--- config.mk ---
export PLATFORM = sky130hd
export DESIGN_NAME = pfs_pin_function_selector
export DESIGN_NICKNAME = d
export VERILOG_FILES = /design/src/core/pfs_top_unused_placeholder.sv /design/src/core/pfs_pkg.sv /design/src/core/pfs_sync.sv /design/src/core/pfs_pad_cell.sv /design/src/core/pfs_pin_function_selector.sv
export VERILOG_INCLUDE_DIRS = /design/src /design/src/core
export SDC_FILE = /design/constraint.sdc
export NUM_CORES = 1
export LEC_CHECK = 0
export ABC_AREA = 1
export BUFFER_PORTS_ARGS = -buffer_cell sky130_fd_sc_hd__buf_2
export CORE_MARGIN = 2
export CORE_UTILIZATION = 35
export CTS_BUF_LIST = sky130_fd_sc_hd__clkbuf_2 sky130_fd_sc_hd__clkbuf_4 sky130_fd_sc_hd__clkbuf_8
export DETAILED_ROUTE_END_ITERATION = 12
export GPL_ROUTABILITY_DRIVEN = 0
export PLACE_DENSITY = 0.63
export REMOVE_ABC_BUFFERS = 1
export SYNTH_ARGS = -nofsm -noshare
export SYNTH_HDL_FRONTEND = slang
export SYNTH_SLANG_ARGS = --single-unit
--- constraint.sdc ---
create_clock -name CLK_I -period 1 [get_ports CLK_I]
set_input_delay 0.05 -clock CLK_I [delete_from_list [all_inputs] [get_ports CLK_I]]
set_output_delay 0.05 -clock CLK_I [all_outputs]
set_load 0.05 [all_outputs]
--- src/core/pfs_consts.svh ---
// Constants for the pin function selector: offsets, masks, fields, input source bits.
// Assumes inclusion by the package and the modules of this block only.
`ifndef PFS_CONSTS_SVH
`define PFS_CONSTS_SVH

// Register offsets on the byte-wide register port.
`define PFS_ADR_PB_LO  3'h0
`define PFS_ADR_PB_HI  3'h1
`define PFS_ADR_PC_LO  3'h2
`define PFS_ADR_PC_HI  3'h3
`define PFS_ADR_PD     3'h4
`define PFS_ADR_IN_SRC 3'h5

// Reset value and writable masks.
`define PFS_RST_SEL    8'h00
`define PFS_MASK_FULL  8'hFF
`define PFS_MASK_LOW6  8'h3F

// Field positions, low bit of each two-bit field.
`define PFS_FLD_L0     0
`define PFS_FLD_L1     2
`define PFS_FLD_L2     4
`define PFS_FLD_L3     6

// Bit positions in the input source register.
`define PFS_IS_IRQ1    5
`define PFS_IS_IRQ0    4
`define PFS_IS_DIN     3
`define PFS_IS_SCK     2
`define PFS_IS_CSEL    1
`define PFS_IS_RX      0

`endif

--- src/core/pfs_top_unused_placeholder.sv ---
// Intentionally empty.

--- src/core/pfs_pkg.sv ---
// Types shared by the pin function selector modules.
// Assumes the constants header sits beside it.
package pfs_pkg;
  `include "pfs_consts.svh"

  // One selector register byte.
  typedef logic [7:0] pfs_byte_t;

  // Two-bit function code of one pin.
  typedef enum logic [1:0] {
    PFS_CODE_0 = 2'b00,
    PFS_CODE_1 = 2'b01,
    PFS_CODE_2 = 2'b10,
    PFS_CODE_3 = 2'b11
  } pfs_code_e;
endpackage

--- src/core/pfs_sync.sv ---
// Three-stage synchroniser for pad inputs with agreement filter.
// Assumes the inputs are asynchronous to CLK_I of the parent.
`timescale 1ns/1ps
module pfs_sync #(
  parameter int W = 1
) (
  // Clock and reset.
  input  wire logic         clk_i,
  input  wire logic         srst_i,
  // Raw and filtered levels.
  input  wire logic [W-1:0] d_i,
  output logic      [W-1:0] q_o
);
  logic [W-1:0] s1_q, s2_q, s3_q, q_q, q_d;

  // A change is taken once the second and third stages agree.
  always_comb begin
    for (int i = 0; i < W; i++) begin
      q_d[i] = (s2_q[i] == s3_q[i]) ? s3_q[i] : q_q[i];
    end
  end

  // The first stage feeds only the second.
  always_ff @(posedge clk_i) begin
    if (srst_i) begin
      s1_q <= '0;
      s2_q <= '0;
      s3_q <= '0;
      q_q  <= '0;
    end else begin
      s1_q <= d_i;
      s2_q <= s1_q;
      s3_q <= s2_q;
      q_q  <= q_d;
    end
  end

  assign q_o = q_q;
endmodule

--- src/core/pfs_pad_cell.sv ---
// Output steering of one shared pin from its two-bit function code.
// Assumes the port logic and peripherals sit on the same clock.
`timescale 1ns/1ps
module pfs_pad_cell import pfs_pkg::*; #(
  parameter logic [3:0] GPIO_MAP = 4'h1,
  parameter logic [3:0] ANA_MAP  = 4'hC
) (
  // Clock and reset.
  input  wire logic       clk_i,
  input  wire logic       srst_i,
  // Function code and drive sources.
  input  wire logic [1:0] code_i,
  input  wire logic       gpio_out_i,
  input  wire logic       gpio_oe_i,
  input  wire logic [3:0] alt_out_i,
  input  wire logic [3:0] alt_oe_i,
  // Pad drive and analog connect.
  output logic            pad_out_o,
  output logic            pad_oe_o,
  output logic            ana_o
);
  logic out_d, oe_d, ana_d;
  logic out_q, oe_q, ana_q;

  // General I/O codes take the latch, peripheral codes the peripheral.
  always_comb begin
    ana_d = ANA_MAP[code_i];
    if (GPIO_MAP[code_i]) begin
      out_d = gpio_out_i;
      oe_d  = gpio_oe_i;
    end else begin
      out_d = alt_out_i[code_i] & alt_oe_i[code_i];
      oe_d  = alt_oe_i[code_i];
    end
  end

  // Registered pad drive; reset leaves the pin released.
  always_ff @(posedge clk_i) begin
    if (srst_i) begin
      out_q <= 1'b0;
      oe_q  <= 1'b0;
      ana_q <= 1'b0;
    end else begin
      out_q <= out_d;
      oe_q  <= oe_d;
      ana_q <= ana_d;
    end
  end

  assign pad_out_o = out_q;
  assign pad_oe_o  = oe_q;
  assign ana_o     = ana_q;
endmodule

--- src/core/pfs_pin_function_selector.sv ---
// Pin function selector: selector registers, pad steering, input routing.
// Assumes port data/direction logic and peripherals share CLK_I.
`timescale 1ns/1ps
`include "pfs_consts.svh"
module pfs_pin_function_selector import pfs_pkg::*; (
  // Clock and reset.
  input  wire logic       CLK_I,
  input  wire logic       SRST_I,
  // Register port.
  input  wire logic [2:0] ADDR_I,
  input  wire logic [7:0] WDATA_I,
  input  wire logic       WR_I,
  input  wire logic       RD_I,
  output logic      [7:0] RDATA_O,
  // Port A pad inputs, lines 1 to 3.
  input  wire logic [3:1] PA_PAD_I,
  // Port B pads and port latch.
  input  wire logic [6:0] PB_PAD_I,
  input  wire logic [6:0] PB_GPIO_OUT_I,
  input  wire logic [6:0] PB_GPIO_OE_I,
  output logic      [6:0] PB_PAD_OUT_O,
  output logic      [6:0] PB_PAD_OE_O,
  output logic      [6:0] PB_ANALOG_O,
  // Port C pads and port latch.
  input  wire logic [6:0] PC_PAD_I,
  input  wire logic [6:0] PC_GPIO_OUT_I,
  input  wire logic [6:0] PC_GPIO_OE_I,
  output logic      [6:0] PC_PAD_OUT_O,
  output logic      [6:0] PC_PAD_OE_O,
  output logic      [6:0] PC_ANALOG_O,
  // Port D pads and port latch.
  input  wire logic [3:0] PD_PAD_I,
  input  wire logic [3:0] PD_GPIO_OUT_I,
  input  wire logic [3:0] PD_GPIO_OE_I,
  output logic      [3:0] PD_PAD_OUT_O,
  output logic      [3:0] PD_PAD_OE_O,
  output logic      [3:0] PD_ANALOG_O,
  // Peripheral outputs toward the pins.
  input  wire logic       CTIMER_OUT_I,
  input  wire logic       STIMER_OUT_I,
  input  wire logic       CHIP_SEL_OUT_I,
  input  wire logic       CHIP_SEL_OE_I,
  input  wire logic       SER_DATA_OUT_I,
  input  wire logic       SER_TX_I,
  // Pin levels routed to peripherals.
  output logic            EXT_IRQ_ZERO_O,
  output logic            EXT_IRQ_ONE_O,
  output logic            STIMER_CLK_IN_O,
  output logic            SER_DATA_IN_O,
  output logic            SER_CLK_IN_O,
  output logic            CHIP_SEL_IN_O,
  output logic            SER_RX_O
);
  // Selector registers.
  pfs_byte_t pb_lo_q, pb_hi_q, pc_lo_q, pc_hi_q, pd_q, src_q;
  pfs_byte_t pb_lo_d, pb_hi_d, pc_lo_d, pc_hi_d, pd_d, src_d;
  pfs_byte_t rdata_q, rdata_d;

  // Filtered pad levels.
  logic [3:1] pa_s;
  logic [6:0] pb_s;
  logic [6:0] pc_s;
  logic [3:0] pd_s;

  // Routed peripheral inputs.
  logic irq0_d, irq1_d, tclk_d, din_d, sck_d, csel_d, rx_d;
  logic irq0_q, irq1_q, tclk_q, din_q, sck_q, csel_q, rx_q;

  // Pad drive from the steering cells.
  logic [6:0] pb_out, pb_oe, pb_ana;
  logic [6:0] pc_out, pc_oe, pc_ana;
  logic [3:0] pd_out, pd_oe, pd_ana;

  // Pins whose codes are outside this block pass the latch.
  logic [1:0] pbp_out_d, pbp_oe_d, pbp_out_q, pbp_oe_q;
  logic [1:0] pcp_out_d, pcp_oe_d, pcp_out_q, pcp_oe_q;
  logic [2:0] pdp_out_d, pdp_oe_d, pdp_out_q, pdp_oe_q;

  // Register writes and read data; unmapped reads return zero.
  always_comb begin
    pb_lo_d = pb_lo_q;
    pb_hi_d = pb_hi_q;
    pc_lo_d = pc_lo_q;
    pc_hi_d = pc_hi_q;
    pd_d    = pd_q;
    src_d   = src_q;
    rdata_d = 8'h00;
    if (WR_I) begin
      unique case (ADDR_I)
        `PFS_ADR_PB_LO:  pb_lo_d = WDATA_I & `PFS_MASK_FULL;
        `PFS_ADR_PB_HI:  pb_hi_d = WDATA_I & `PFS_MASK_LOW6;
        `PFS_ADR_PC_LO:  pc_lo_d = WDATA_I & `PFS_MASK_FULL;
        `PFS_ADR_PC_HI:  pc_hi_d = WDATA_I & `PFS_MASK_LOW6;
        `PFS_ADR_PD:     pd_d    = WDATA_I & `PFS_MASK_FULL;
        `PFS_ADR_IN_SRC: src_d   = WDATA_I & `PFS_MASK_LOW6;
        default: ;
      endcase
    end
    if (RD_I) begin
      unique case (ADDR_I)
        `PFS_ADR_PB_LO:  rdata_d = pb_lo_q;
        `PFS_ADR_PB_HI:  rdata_d = pb_hi_q;
        `PFS_ADR_PC_LO:  rdata_d = pc_lo_q;
        `PFS_ADR_PC_HI:  rdata_d = pc_hi_q;
        `PFS_ADR_PD:     rdata_d = pd_q;
        `PFS_ADR_IN_SRC: rdata_d = src_q;
        default:         rdata_d = 8'h00;
      endcase
    end
  end

  // Register storage.
  always_ff @(posedge CLK_I) begin
    if (SRST_I) begin
      pb_lo_q <= `PFS_RST_SEL;
      pb_hi_q <= `PFS_RST_SEL;
      pc_lo_q <= `PFS_RST_SEL;
      pc_hi_q <= `PFS_RST_SEL;
      pd_q    <= `PFS_RST_SEL;
      src_q   <= `PFS_RST_SEL;
      rdata_q <= 8'h00;
    end else begin
      pb_lo_q <= pb_lo_d;
      pb_hi_q <= pb_hi_d;
      pc_lo_q <= pc_lo_d;
      pc_hi_q <= pc_hi_d;
      pd_q    <= pd_d;
      src_q   <= src_d;
      rdata_q <= rdata_d;
    end
  end

  assign RDATA_O = rdata_q;

  // Pad inputs are asynchronous and pass the filter first.
  pfs_sync #(.W(21)) u_sync (
    .clk_i  (CLK_I),
    .srst_i (SRST_I),
    .d_i    ({PA_PAD_I, PB_PAD_I, PC_PAD_I, PD_PAD_I}),
    .q_o    ({pa_s, pb_s, pc_s, pd_s})
  );

  // Input source choices for the peripheral inputs.
  always_comb begin
    irq1_d = src_q[`PFS_IS_IRQ1] ? pa_s[2] : pb_s[1];
    irq0_d = src_q[`PFS_IS_IRQ0] ? pa_s[1] : pb_s[0];
    csel_d = src_q[`PFS_IS_CSEL] ? pb_s[5] : pc_s[6];
    din_d  = src_q[`PFS_IS_DIN] ? pa_s[3] : pc_s[4];
    sck_d  = src_q[`PFS_IS_SCK] ? pb_s[6] : pc_s[5];
    rx_d   = src_q[`PFS_IS_RX] ? pc_s[1] : pd_s[1];
    // timer clock only on code 00
    tclk_d = (pb_lo_q[5:4] == PFS_CODE_0) & pb_s[2];
  end

  // Routed inputs are registered; the pin direction is software's job.
  always_ff @(posedge CLK_I) begin
    if (SRST_I) begin
      irq0_q <= 1'b0;
      irq1_q <= 1'b0;
      tclk_q <= 1'b0;
      din_q  <= 1'b0;
      sck_q  <= 1'b0;
      csel_q <= 1'b0;
      rx_q   <= 1'b0;
    end else begin
      irq0_q <= irq0_d;
      irq1_q <= irq1_d;
      tclk_q <= tclk_d;
      din_q  <= din_d;
      sck_q  <= sck_d;
      csel_q <= csel_d;
      rx_q   <= rx_d;
    end
  end

  assign EXT_IRQ_ZERO_O  = irq0_q;
  assign EXT_IRQ_ONE_O   = irq1_q;
  assign STIMER_CLK_IN_O = tclk_q;
  assign SER_DATA_IN_O   = din_q;
  assign SER_CLK_IN_O    = sck_q;
  assign CHIP_SEL_IN_O   = csel_q;
  assign SER_RX_O        = rx_q;

  pfs_pad_cell #(.GPIO_MAP(4'h1), .ANA_MAP(4'hE)) u_pb0 (
    .clk_i      (CLK_I),
    .srst_i     (SRST_I),
    .code_i     (pb_lo_q[`PFS_FLD_L0 +: 2]),
    .gpio_out_i (PB_GPIO_OUT_I[0]),
    .gpio_oe_i  (PB_GPIO_OE_I[0]),
    .alt_out_i  (4'h0),
    .alt_oe_i   (4'h0),
    .pad_out_o  (pb_out[0]),
    .pad_oe_o   (pb_oe[0]),
    .ana_o      (pb_ana[0])
  );

  pfs_pad_cell #(.GPIO_MAP(4'h1), .ANA_MAP(4'hE)) u_pb1 (
    .clk_i      (CLK_I),
    .srst_i     (SRST_I),
    .code_i     (pb_lo_q[`PFS_FLD_L1 +: 2]),
    .gpio_out_i (PB_GPIO_OUT_I[1]),
    .gpio_oe_i  (PB_GPIO_OE_I[1]),
    .alt_out_i  (4'h0),
    .alt_oe_i   (4'h0),
    .pad_out_o  (pb_out[1]),
    .pad_oe_o   (pb_oe[1]),
    .ana_o      (pb_ana[1])
  );

  pfs_pad_cell #(.GPIO_MAP(4'h1), .ANA_MAP(4'hC)) u_pb2 (
    .clk_i      (CLK_I),
    .srst_i     (SRST_I),
    .code_i     (pb_lo_q[`PFS_FLD_L2 +: 2]),
    .gpio_out_i (PB_GPIO_OUT_I[2]),
    .gpio_oe_i  (PB_GPIO_OE_I[2]),
    .alt_out_i  ({2'b00, STIMER_OUT_I, 1'b0}),
    .alt_oe_i   (4'h2),
    .pad_out_o  (pb_out[2]),
    .pad_oe_o   (pb_oe[2]),
    .ana_o      (pb_ana[2])
  );

  pfs_pad_cell #(.GPIO_MAP(4'h1), .ANA_MAP(4'hC)) u_pb3 (
    .clk_i      (CLK_I),
    .srst_i     (SRST_I),
    .code_i     (pb_lo_q[`PFS_FLD_L3 +: 2]),
    .gpio_out_i (PB_GPIO_OUT_I[3]),
    .gpio_oe_i  (PB_GPIO_OE_I[3]),
    .alt_out_i  ({2'b00, CTIMER_OUT_I, 1'b0}),
    .alt_oe_i   (4'h2),
    .pad_out_o  (pb_out[3]),
    .pad_oe_o   (pb_oe[3]),
    .ana_o      (pb_ana[3])
  );

  // B5 steering; chip select drives only when enabled
  pfs_pad_cell #(.GPIO_MAP(4'h1), .ANA_MAP(4'hC)) u_pb5 (
    .clk_i      (CLK_I),
    .srst_i     (SRST_I),
    .code_i     (pb_hi_q[`PFS_FLD_L1 +: 2]),
    .gpio_out_i (PB_GPIO_OUT_I[5]),
    .gpio_oe_i  (PB_GPIO_OE_I[5]),
    .alt_out_i  ({2'b00, CHIP_SEL_OUT_I, 1'b0}),
    .alt_oe_i   ({2'b00, CHIP_SEL_OE_I, 1'b0}),
    .pad_out_o  (pb_out[5]),
    .pad_oe_o   (pb_oe[5]),
    .ana_o      (pb_ana[5])
  );

  pfs_pad_cell #(.GPIO_MAP(4'h1), .ANA_MAP(4'hC)) u_pc0 (
    .clk_i      (CLK_I),
    .srst_i     (SRST_I),
    .code_i     (pc_lo_q[`PFS_FLD_L0 +: 2]),
    .gpio_out_i (PC_GPIO_OUT_I[0]),
    .gpio_oe_i  (PC_GPIO_OE_I[0]),
    .alt_out_i  ({2'b00, SER_TX_I, 1'b0}),
    .alt_oe_i   (4'h2),
    .pad_out_o  (pc_out[0]),
    .pad_oe_o   (pc_oe[0]),
    .ana_o      (pc_ana[0])
  );

  // C1 steering; receive code leaves the driver off
  pfs_pad_cell #(.GPIO_MAP(4'h1), .ANA_MAP(4'hC)) u_pc1 (
    .clk_i      (CLK_I),
    .srst_i     (SRST_I),
    .code_i     (pc_lo_q[`PFS_FLD_L1 +: 2]),
    .gpio_out_i (PC_GPIO_OUT_I[1]),
    .gpio_oe_i  (PC_GPIO_OE_I[1]),
    .alt_out_i  (4'h0),
    .alt_oe_i   (4'h0),
    .pad_out_o  (pc_out[1]),
    .pad_oe_o   (pc_oe[1]),
    .ana_o      (pc_ana[1])
  );

  pfs_pad_cell #(.GPIO_MAP(4'h3), .ANA_MAP(4'h8)) u_pc2 (
    .clk_i      (CLK_I),
    .srst_i     (SRST_I),
    .code_i     (pc_lo_q[`PFS_FLD_L2 +: 2]),
    .gpio_out_i (PC_GPIO_OUT_I[2]),
    .gpio_oe_i  (PC_GPIO_OE_I[2]),
    .alt_out_i  ({1'b0, SER_DATA_OUT_I, 2'b00}),
    .alt_oe_i   (4'h4),
    .pad_out_o  (pc_out[2]),
    .pad_oe_o   (pc_oe[2]),
    .ana_o      (pc_ana[2])
  );

  pfs_pad_cell #(.GPIO_MAP(4'h3), .ANA_MAP(4'h8)) u_pc3 (
    .clk_i      (CLK_I),
    .srst_i     (SRST_I),
    .code_i     (pc_lo_q[`PFS_FLD_L3 +: 2]),
    .gpio_out_i (PC_GPIO_OUT_I[3]),
    .gpio_oe_i  (PC_GPIO_OE_I[3]),
    .alt_out_i  ({1'b0, SER_DATA_OUT_I, 2'b00}),
    .alt_oe_i   (4'h4),
    .pad_out_o  (pc_out[3]),
    .pad_oe_o   (pc_oe[3]),
    .ana_o      (pc_ana[3])
  );

  // C4 steering; data-in code leaves the driver off
  pfs_pad_cell #(.GPIO_MAP(4'h3), .ANA_MAP(4'h8)) u_pc4 (
    .clk_i      (CLK_I),
    .srst_i     (SRST_I),
    .code_i     (pc_hi_q[`PFS_FLD_L0 +: 2]),
    .gpio_out_i (PC_GPIO_OUT_I[4]),
    .gpio_oe_i  (PC_GPIO_OE_I[4]),
    .alt_out_i  (4'h0),
    .alt_oe_i   (4'h0),
    .pad_out_o  (pc_out[4]),
    .pad_oe_o   (pc_oe[4]),
    .ana_o      (pc_ana[4])
  );

  pfs_pad_cell #(.GPIO_MAP(4'h1), .ANA_MAP(4'hC)) u_pd3 (
    .clk_i      (CLK_I),
    .srst_i     (SRST_I),
    .code_i     (pd_q[`PFS_FLD_L3 +: 2]),
    .gpio_out_i (PD_GPIO_OUT_I[3]),
    .gpio_oe_i  (PD_GPIO_OE_I[3]),
    .alt_out_i  ({2'b00, CTIMER_OUT_I, 1'b0}),
    .alt_oe_i   (4'h2),
    .pad_out_o  (pd_out[3]),
    .pad_oe_o   (pd_oe[3]),
    .ana_o      (pd_ana[3])
  );

  // Lines without steering here follow the port latch.
  always_comb begin
    pbp_out_d = {PB_GPIO_OUT_I[6], PB_GPIO_OUT_I[4]};
    pbp_oe_d  = {PB_GPIO_OE_I[6], PB_GPIO_OE_I[4]};
    pcp_out_d = PC_GPIO_OUT_I[6:5];
    pcp_oe_d  = PC_GPIO_OE_I[6:5];
    pdp_out_d = PD_GPIO_OUT_I[2:0];
    pdp_oe_d  = PD_GPIO_OE_I[2:0];
  end

  // Same one-cycle latency as the steered lines.
  always_ff @(posedge CLK_I) begin
    if (SRST_I) begin
      pbp_out_q <= 2'h0;
      pbp_oe_q  <= 2'h0;
      pcp_out_q <= 2'h0;
      pcp_oe_q  <= 2'h0;
      pdp_out_q <= 3'h0;
      pdp_oe_q  <= 3'h0;
    end else begin
      pbp_out_q <= pbp_out_d;
      pbp_oe_q  <= pbp_oe_d;
      pcp_out_q <= pcp_out_d;
      pcp_oe_q  <= pcp_oe_d;
      pdp_out_q <= pdp_out_d;
      pdp_oe_q  <= pdp_oe_d;
    end
  end

  // Unsteered bits of the cell vectors are filled by the pass path.
  assign pb_out[4] = pbp_out_q[0];
  assign pb_out[6] = pbp_out_q[1];
  assign pb_oe[4]  = pbp_oe_q[0];
  assign pb_oe[6]  = pbp_oe_q[1];
  assign pb_ana[4] = 1'b0;
  assign pb_ana[6] = 1'b0;
  assign pc_out[6:5] = pcp_out_q;
  assign pc_oe[6:5]  = pcp_oe_q;
  assign pc_ana[6:5] = 2'b00;
  assign pd_out[2:0] = pdp_out_q;
  assign pd_oe[2:0]  = pdp_oe_q;
  assign pd_ana[2:0] = 3'h0;

  // Pad outputs.
  assign PB_PAD_OUT_O = pb_out;
  assign PB_PAD_OE_O  = pb_oe;
  assign PB_ANALOG_O  = pb_ana;
  assign PC_PAD_OUT_O = pc_out;
  assign PC_PAD_OE_O  = pc_oe;
  assign PC_ANALOG_O  = pc_ana;
  assign PD_PAD_OUT_O = pd_out;
  assign PD_PAD_OE_O  = pd_oe;
  assign PD_ANALOG_O  = pd_ana;
endmodule

Word level (Yosys, flattened, before mapping)
Index checks and enable logic that the tools add are counted.

Muxes and demuxes: 109. Bitwise logic cells: 9. Reduce and logical (&&, ||, !) cells: 9. Eq/ne operators: 18. Magnitude comparators: 11.

Operators with widths (count): 1-bit binary-select mux with 2-bit select (40); 1-bit 2-to-1 mux (68); 8-bit one-hot mux with 6 select lines (1); 2-bit by 3-bit < comparator with 1-bit output, second input constant (11); 1-bit equality test (13); 2-bit AND reduction (6); 1-bit bitwise AND (8); 3-bit by 2-bit equality test with 1-bit output, second input constant (2); 3-bit equality test, second input constant (2); 3-bit by 1-bit equality test with 1-bit output, second input constant (1); 3-bit zero test (1); 2-bit zero test (1); 2-bit OR reduction (1); 1-bit inverter (1).

Word-level logic and storage cells: 225. Register bits after elaboration: 180. Output and inout bits: 69. Input bits: 78.

Logic depth before layout (Yosys ltp)
Gate-level depths: netlist of run 1.

Depth in word-level cells: 4. Gate-level depth with buffers: 7. Mapped depth without buffers: 7.

Modules after synthesis
A second synthesis of run 1 with hierarchy kept.

Cell total of the unflattened synthesis: 989. Area, all modules: 7453.4 um^2.

Modules (own cells, without submodules): pfs_pin_function_selector (area an instance 2840.2 um^2, instances 1, cells an instance 379); pfs_sync (area an instance 2676.3 um^2, instances 1, cells an instance 283); pfs_pad_cell at u_pb2 ... (area an instance 188.9 um^2, instances 6, cells an instance 34); pfs_pad_cell at u_pc2 ... (area an instance 140.1 um^2, instances 3, cells an instance 19); pfs_pad_cell at u_pb0 ... (area an instance 191.4 um^2, instances 2, cells an instance 33).

Worst setup path before layout of run 1
No wires, ideal clock.

Path type: input-to-reg. Start point: input ADDR_I[0]. End point: register pb_hi_q[2]. Setup time: 124 ps. Path slack: 67 ps. Cell stages on the path: 6. Data arrival time: 809 ps. Buffers on the path: 1. Path through: buf_4 -> inv_2 -> nor2_4 -> nand3_1 -> o21ai_0 -> a21oi_1.

Cells in the longest elaborated chain, start to end: 2.

Ends and longest elaborated chain: from (decl) (RTL line pfs_pin_function_selector.sv:10) `input wire logic [2:0] ADDR_I,`; 3-bit by 1-bit equality test with 1-bit output (RTL line pfs_pin_function_selector.sv:89) `unique case (ADDR_I)`; 2-bit AND reduction (no source line); to (signal assigned) (RTL line pfs_pin_function_selector.sv:116) `` pb_hi_q <= `PFS_RST_SEL; ``; to (signal assigned) (RTL line pfs_pin_function_selector.sv:124) `pb_hi_q <= pb_hi_d;`; to (decl) (RTL line pfs_pin_function_selector.sv:55) `pfs_byte_t pb_lo_q, pb_hi_q, pc_lo_q, pc_hi_q, pd_q, src_q;`.

Every way passes these cells. A chain may end at the register's enable or synchronous reset.

Worst setup path in the final report of run 1
Start point: register rdata_q[2] (netlist: RDATA_O[2]). End point: output RDATA_O[2].

RTL lines: from (decl) (RTL line pfs_pin_function_selector.sv:57) `pfs_byte_t rdata_q, rdata_d;`; from (signal assigned) (RTL line pfs_pin_function_selector.sv:129) `rdata_q <= rdata_d;`; to (decl) (RTL line pfs_pin_function_selector.sv:14) `output logic [7:0] RDATA_O,`.

No word-level cell between the ends.

==> impl_metrics.ini, run 1 <==
[sta]
final_hold_viol_count = 0
finalCriticalPeriod_ps = 1010
fin_skew_ps = 7.01
finalCritPeriodShare = 1.01
rsz0062_at_grt = yes
fmax_mhz = 991
fin_ws_ps = -9.28
slew_violations = 0
whs_ps = 51.7
setup_viol = 4

[yosys]
ys_top_cells_by_count = dfxtp_1, nor2_1, inv_1
netlist_instances = 692
synth_simple_gate_area_frac = 0.205
async_flop_share = 0
yosysTopAreaCellShare = 0.556
ys_ff_latch = 156
synth_xor_area_frac = 0
synthFlopType = dfxtp_1
synth.most_common_cell = dfxtp_1
netlist-cell-type-count = 24
synth_fa_ha_area_frac = 0
synth_edf_count = 0
synth_top_family_by_area = simple AND/OR/NAND/NOR gates
avgSynthCellArea_um2 = 8.12
ys_warn_count = 0
yosysSeqAreaShare = 0.556
synth_compound_area_frac = 0.0998
syn_area_um2 = 5620
yosysTopAreaCell = dfxtp_1
synth_mux_area_frac = 0.00178
yosys-top-cells-area = dfxtp_1, nor2_1, inv_1

[detailed_routing]
routed_wl_mm = 14.0
ant_nets = 0
vias_per_cell = 4.34
drtIter0Drc = 249
drtPass1Iterations = 4
num_vias = 4816
drc = 0
wl_per_cell_um = 12.6

[clock_tree]
clockBufferDepth = 2
clock_latency_ps = 450
cts_buffers = 17
clk_pin_slew_worst_paths_ps = 80
htreeDepth = 4
cts_tree = yes
clkSinkCount = 156
cts_root_buffer = clkbuf_8

[power]
p_comb_frac = 0.128
internal_power_w = 0.00957
finalPower_w = 0.0130
p_switching_w = 0.00346
leakage_nw = 3.61
p_per_area_nw_per_um2 = 1600
seqPwrFrac = 0.504
switching_share = 0.265
ir_drop_mv = 0.793
clockPowerShare = 0.367

[final_layout]
post_route_cells_drive_above_1_share = 0.302
final_util = 0.517
layout.nets = 957
area_growth_pct = 45.1
fillCellCount = 1498
multi_input_area_um2 = 1750
seqCellArea_um2 = 3200

[global_route]
grt.overflow.total = 0
grt_usage = 0.165
grt_first_pass_wirelength_mm = 21.8
grt_max_degree = 63
grt_pass1_vias = 4602
antenna_found_initial = 1

[floorplan]
die_x_um = 131
start_util = 0.356
ioPinCount = 147
rows = 46
dieArea_um2 = 17100
core_area_um2 = 15800
die_h_um = 131

[setup_path]
start_kind = register
max_stage_delay_ps = 360
crit_required_ps = 950
path_max_fanout = 1
crit_family = flip-flops
critPathBufInv = 1
arrival_ps = 960
cp_cell_sequence = buf_8
path_class = reg -> out
critPathCaptureType = output port
r2r_slack_ps = 100
cpMaxStageDelayCell = dfxtp_2

[status]
status = finished with violations
violations = setup timing

[flow_run]
cap_violations = 0

[placed_design]
hpwlAfterDp_mm = 8.58
place_ws_ps = -85.5
io_buffers = 131

[min_path]
min_path_type = in -> reg
## power groups by stage
stage                     Sequential [W]  Clock (W)  Combinational (W)
after detailed placement         0.00665          0            0.00128
final                            0.00657    0.00478            0.00167
after floorplan                  0.00699          0           0.000371
after CTS                        0.00655    0.00499            0.00162
after global placement           0.00665          0            0.00127
after global routing             0.00659    0.00523            0.00181
## metal layers
layer | track usage | vias to the layer above | routed length (um) | share of wire
li1 | - | 2514 | - | -
met1 | 0.195 | 2143 | 6030 | 0.43
met2 | 0.285 | 142 | 6860 | 0.49
met3 | 0.0505 | 17 | 937 | 0.067
met4 | 0.0582 | 0 | 176 | 0.013
met5 | 0 | - | 0 | 0
## sequential cells by signal (all words and copies together) (netlist names), 3 cells and up
signal / flops
pc_hi_q: 6
u_sync.q_o: 13
src_q: 6
pd_q: 8
pb_hi_q: 6
pdp_out_q: 3
u_sync.s1_q: 13
pb_lo_q: 8
u_sync.s3_q: 13
RDATA_O: 8
pc_lo_q: 8
pdp_oe_q: 3
u_sync.s2_q: 13
## final timing paths
| path | from | endpoint | depth (start not counted) |
|---|---|---|---|
| setup / recovery | RDATA_O[2] | RDATA_O[2] | 1 |
| hold / removal | SRST_I | u_sync.q_o[12] | 5 |
| setup reg to reg | src_q[3] | RDATA_O[3] | 4 |
| hold reg to reg | u_sync.s1_q[8] | u_sync.s2_q[8] | 2 |
## per-stage QoR
stage / cell area (um2) / TNS [ps] / cells
3_5_place_dp: 6440 / -1270 / 1012
5_1_grt: 8150 / -1990 / 1108
2_1_floorplan: 5230 / -349 / 632
3_3_place_gp: 6440 / -515 / 1012
4_1_cts: 8030 / -1620 / 1108
6_report: 8150 / -30.3 / 1109
## cell families after synthesis
family / Yosys count
compound gates: 104
buf+inv: 161
flops: 156
mux: 1
other cells: 1
simple gates: 269
## timing repair
action                     CTS  global route
setup endpoints to repair   62            62
hold endpoints to repair    96             0
pin swaps                    0             0
resized for setup          205            33
setup buffers                0             0
hold buffers                64             0
## final cells by class
type | instances | share of cell area
flip-flops and latches | 156 | 0.393
well taps | 216 | 0.0331
inverters | 95 | 0.0437
clock inverters | 12 | 0.0169
diodes | 1 | 0.000307
clock buffers | 20 | 0.0330
multi-input cells | 381 | 0.215
repair buffers | 228 | 0.266
## placed cells by master, fill, tap and decap left out, types with 9 or more instances in the layout
master / Yosys / layout
inv_1: 90 / 90
clkbuf_8: 0 / 19
buf_4: 41 / 31
buf_2: 7 / 68
dfxtp_1: 156 / 94
a21oi_1: 54 / 54
buf_6: 0 / 10
nor3_1: 9 / 9
o21ai_0: 37 / 37
nand2_1: 66 / 66
buf_8: 0 / 52
dfxtp_2: 0 / 62
nor2_1: 130 / 130
dlygate4sd3_1: 0 / 64
nand4_1: 15 / 15
nand3_1: 42 / 42
Note: power is estimated with default switching activity, not from simulation.
==> inputs of run 2 (changes only) <==
--- a/config.mk
+++ b/config.mk
@@ -13,8 +13,10 @@
 export CTS_BUF_LIST = sky130_fd_sc_hd__clkbuf_2 sky130_fd_sc_hd__clkbuf_4 sky130_fd_sc_hd__clkbuf_8
 export DETAILED_ROUTE_END_ITERATION = 12
 export GPL_ROUTABILITY_DRIVEN = 0
+export HOLD_SLACK_MARGIN = 0.08
 export PLACE_DENSITY = 0.63
 export REMOVE_ABC_BUFFERS = 1
+export SLEW_MARGIN = 20
 export SYNTH_ARGS = -nofsm -noshare
 export SYNTH_HDL_FRONTEND = slang
 export SYNTH_SLANG_ARGS = --single-unit
==> run 2 against run 1 <==
The run still ends with setup timing left. Non-clock buffer count up 11. Via count increased by 0.98%. First-iteration DRC count is 1.2% lower. Wire length rose by 0.81%. Clock skew up 0.89 ps. Critical path depth unchanged. Setup slack got worse by 2.2 ps. Flip-flop and latch count is the same. Final cell count grew 0.99%. Critical path type unchanged. Largest cell class unchanged. Largest power group unchanged.
==> impl_metrics.ini, run 2 (same netlist as run 1, synthesis figures left out) <==
[status]
status = finished with violations
violations = setup timing

[power]
p_per_area_nw_per_um2 = 1580
leakage_nw = 3.68
ir_drop_mv = 0.793
finalPower_w = 0.0131

[setup_path]
r2r_end = RDATA_O[3]
path_max_fanout = 1
arrival_ps = 960
cpMaxStageDelayCell = dfxtp_2
critPathCaptureType = output port
crit_required_ps = 950
start_kind = register
r2r_cells = 4
critPathBufInv = 1
crit_family = flip-flops
path_class = reg -> out
r2r_slack_ps = 90
r2r_start = src_q[3]
max_stage_delay_ps = 360
cp_cell_sequence = buf_8

[global_route]
grt_first_pass_wirelength_mm = 22.1
grt_max_degree = 63
grt.overflow.total = 0
antenna_found_initial = 1
grt_usage = 0.167
grt_pass1_vias = 4647

[detailed_routing]
num_vias = 4863
ant_nets = 0
routed_wl_mm = 14.1
drc = 0
vias_per_cell = 4.34
wl_per_cell_um = 12.6
drtPass1Iterations = 4
drtIter0Drc = 246

[final_layout]
mostFrequentLayoutCell = nor2_1
layout.nets = 968
finalNonFillerCells = 1120
fillCellCount = 1482
most-common-layout-cells = nor2_1, dfxtp_1, inv_1
area_growth_pct = 47.4
fin_area_um2 = 8280
post_route_cells_drive_above_1_share = 0.298
multi_input_area_um2 = 1760
seqCellArea_um2 = 3200

[clock_tree]
cts_buffers = 17
cts_tree = yes
clk_pin_slew_worst_paths_ps = 90
cts_root_buffer = clkbuf_8
clkSinkCount = 156
clockBufferDepth = 2
clock_latency_ps = 460
post-cts-setup-buffers = 0
htreeDepth = 4

[sta]
whs_ps = 49.2
finalCritPeriodShare = 1.01
fmax_mhz = 989
fin_ws_ps = -11.5
rsz0062_at_grt = yes
slew_violations = 0
setup_viol = 4
fin_skew_ps = 7.90
finalCriticalPeriod_ps = 1010
final_hold_viol_count = 0

[min_path]
min_path_type = in -> reg
whs_endpoint = u_sync.q_o[12]
min-delay-start = SRST_I
worstHoldPathCells = 5

[floorplan]
dieArea_um2 = 17100
ioPinCount = 147
start_util = 0.356
core_area_um2 = 15800
rows = 46
die_x_um = 131
die_h_um = 131

[flow_run]
cap_violations = 0

[placed_design]
io_buffers = 131
placed_area_um2 = 6440
dp.cells = 1012
hpwlAfterDp_mm = 8.58
==> run 2: cell count changes in the layout (fill, tap and decap cells not counted), sizes merged <==
cell	change
buf	-2
dlymetal6s4s	+1
clkbuf	+2
dlygate4sd3	+10
==> run 2: repair_timing <==
item	4_1_cts	5_1_grt
hold endpoints to repair	131	20
gates resized for setup	205	38
setup endpoints to repair	62	74
hold buffers	78	1
==> run 2: area by class of cell <==
cell class / count / share of cell area
Clock buffer: 20 / 0.0325
Tap cell: 216 / 0.0326
Clock inverter: 12 / 0.0166
Antenna cell: 1 / 0.000302
Timing Repair Buffer: 239 / 0.276
Multi-Input combinational cell: 381 / 0.212
Inverter: 95 / 0.0431
Sequential cell: 156 / 0.387
==> run 2: how the worst max path moves through the flow <==
stage | from | end | slack [ps] | cells after the start
after floorplan | ADDR_I[2] | pd_q[0] | -40 | 5
after CTS | RDATA_O[2] | RDATA_O[2] | -40 | 1
after global routing | pdp_oe_q[2] | PD_PAD_OE_O[2] | -70 | 1
final | RDATA_O[2] | RDATA_O[2] | -10 | 1
after detailed placement | ADDR_I[2] | pc_lo_q[4] | -90 | 8
after global placement | ADDR_I[2] | pc_lo_q[1] | -40 | 8
==> run 2: per-stage QoR <==
stage,setup WS (ps),TNS (ps),utilization
global route,-66.7,-1990,0.525
detailed placement,-85.5,-1270,0.409
CTS,-42.8,-1620,0.518
floorplan,-38.7,-349,-
global placement,-43.5,-515,0.409
finish,-11.5,-29.9,0.525
==> run 2: metal layers <==
| metal | vias to the layer above | GRT usage | part of all wire |
|---|---|---|---|
| li1 | 2540 | - | - |
| met1 | 2172 | 0.199 | 0.44 |
| met2 | 135 | 0.287 | 0.49 |
| met3 | 16 | 0.0493 | 0.060 |
| met4 | 0 | 0.0582 | 0.012 |
| met5 | - | 0 | 0 |
==> run 2: power by group <==
group	total [W]	internal (W)	switching [W]
sequential	0.00657	0.00644	0.000132
combinational	0.00171	0.000769	0.000944
clock	0.00478	0.00240	0.00238
total	0.0131	0.00960	0.00346
==> inputs of run 3 (changes only) <==
==> constraint.sdc (replaced) <==
create_clock -name CLK_I -period 1.2 [get_ports CLK_I]
set_input_delay 0.06 -clock CLK_I [delete_from_list [all_inputs] [get_ports CLK_I]]
set_output_delay 0.06 -clock CLK_I [all_outputs]
set_load 0.05 [all_outputs]
==> run 3 against run 2 <==
The flow now finishes without violations. Count of clock-buffer cells in the layout up 1. Setup slack improved by 14 ps. Core utilization shrank 4.4 points.
==> impl_metrics.ini, run 3 (same netlist as run 1, synthesis figures left out) <==
[status]
status = completed

[setup_path]
critPathCaptureType = register
start_kind = input pin
crit_required_ps = 1580
cp_cell_sequence = dlygate4sd3_1 > buf_4 > buf_12 > a21oi_1 > dlygate4sd3_1
r2r_slack_ps = 50
crit_family = buffers and inverters
critPathBufInv = 4
path_class = in -> reg
arrival_ps = 1580
cpMaxStageDelayCell = dlygate4sd3_1
cp_common_cell = dlygate4sd3_1
path_max_fanout = 16
max_stage_delay_ps = 550

[global_route]
grt_max_degree = 55
grtUsageMet3 = 0.0436
antenna_found_initial = 1
busiest_layer = met2
grt_pass1_vias = 4613
use_met2 = 0.276
met1_usage = 0.200
grt.overflow.total = 0
grt_usage = 0.162
grt_first_pass_wirelength_mm = 21.5

[clock_tree]
clock_latency_ps = 450
clkSinkCount = 156
cts_tree = yes
cts_root_buffer = clkbuf_8
htreeDepth = 4
clockBufferDepth = 2
cts_buffers = 17
clk_pin_slew_worst_paths_ps = 70

[detailed_routing]
routed_wl_mm = 13.2
wl_per_cell_um = 11.8
vias_per_cell = 4.34
ant_nets = 0
drc = 0
drtIter0Drc = 182
num_vias = 4854
drtPass1Iterations = 4

[sta]
rsz0062_at_grt = yes
fin_skew_ps = 10.6
finalCriticalPeriod_ps = 1200
whs_ps = 125
finalCritPeriodShare = 0.998
final_hold_viol_count = 0
slew_violations = 0
setup_viol = 0
fmax_mhz = 835

[floorplan]
start_util = 0.356
die_h_um = 131
rows = 46
dieArea_um2 = 17100
core_area_um2 = 15800
ioPinCount = 147
die_x_um = 131

[power]
p_per_area_nw_per_um2 = 1360
internal_power_w = 0.00754
p_comb_frac = 0.122
finalPower_w = 0.0103
switching_share = 0.267
leakage_nw = 3.51
clockPowerShare = 0.351
ir_drop_mv = 0.809
seqPwrFrac = 0.527
p_switching_w = 0.00275

[placed_design]
hpwlAfterDp_mm = 8.60
io_buffers = 131

[final_layout]
fillCellCount = 1602
area_growth_pct = 35.1
mostFrequentLayoutCell = dfxtp_1
most-common-layout-cells = dfxtp_1, nor2_1, buf_2
multi_input_area_um2 = 1750
final_util = 0.481
layout.nets = 967
seqCellArea_um2 = 3130
post_route_cells_drive_above_1_share = 0.232

[flow_run]
cap_violations = 0

[min_path]
min_path_type = in -> reg
-- run 3: changes by cell type in the layout (fill, tap and decap cells not counted), moves of 4 or more --
cell | previous run | this run
buf_8 | 52 | 0
dfxtp_2 | 62 | 5
buf_4 | 31 | 27
dfxtp_1 | 94 | 151
buf_6 | 10 | 1
buf_2 | 66 | 126
dlygate4sd3_1 | 74 | 79
-- run 3: worst paths after layout --
kind	depth (start not counted)	startpoint	endpoint
max	5	SRST_I	pb_lo_q[3]
min	4	ADDR_I[0]	pd_q[2]
max reg2reg	3	pb_lo_q[2]	pb_lo_q[2]
min reg2reg	2	u_sync.s1_q[13]	u_sync.s2_q[13]
-- run 3: layer usage --
metal	vias up	share of wire
li1	2535	-
met1	2159	0.47
met5	-	0
met4	0	0.015
met2	142	0.46
met3	18	0.058
-- run 3: power groups by stage --
stage / Combinational (W) / Clock [W] / Sequential [W]
detailed placement: 0.00104 / 0 / 0.00555
finish: 0.00125 / 0.00361 / 0.00542
CTS: 0.00124 / 0.00376 / 0.00542
global placement: 0.00104 / 0 / 0.00554
floorplan: 0.000310 / 0 / 0.00583
global route: 0.00137 / 0.00399 / 0.00545
-- run 3: final cells by class --
cell class | count | area share
inverters | 95 | 0.0475
clock inverters | 11 | 0.0129
multi-input cells | 381 | 0.231
diodes | 1 | 0.000330
repair buffers | 238 | 0.225
well taps | 216 | 0.0356
flip-flops and latches | 156 | 0.412
clock buffers | 21 | 0.0348
-- run 3: worst reg2reg max path: stages (launching register included) --
cell           delay (ps)
dfxtp_2               350
nand2_1                70
a21oi_2               120
dlygate4sd3_1         550
-- run 3: per-stage QoR --
stage               area (um2)  TNS [ps]  worst slack [ps]  instances
finish                    7590         0              2.56       1119
global route              7590     -22.0             -22.0       1118
CTS                       7540         0              16.7       1116
detailed placement        6370         0              10.1       1004
global placement          6370         0              51.6       1004
floorplan                 5230         0               151        632
-- run 3: timing repair --
item                                    4_1_cts  5_1_grt
endpoints found under the hold margin       121        0
endpoints found under the setup margin        0       12
hold buffers                                 80        0
setup buffers                                 0        2
gates resized for setup                       0       14
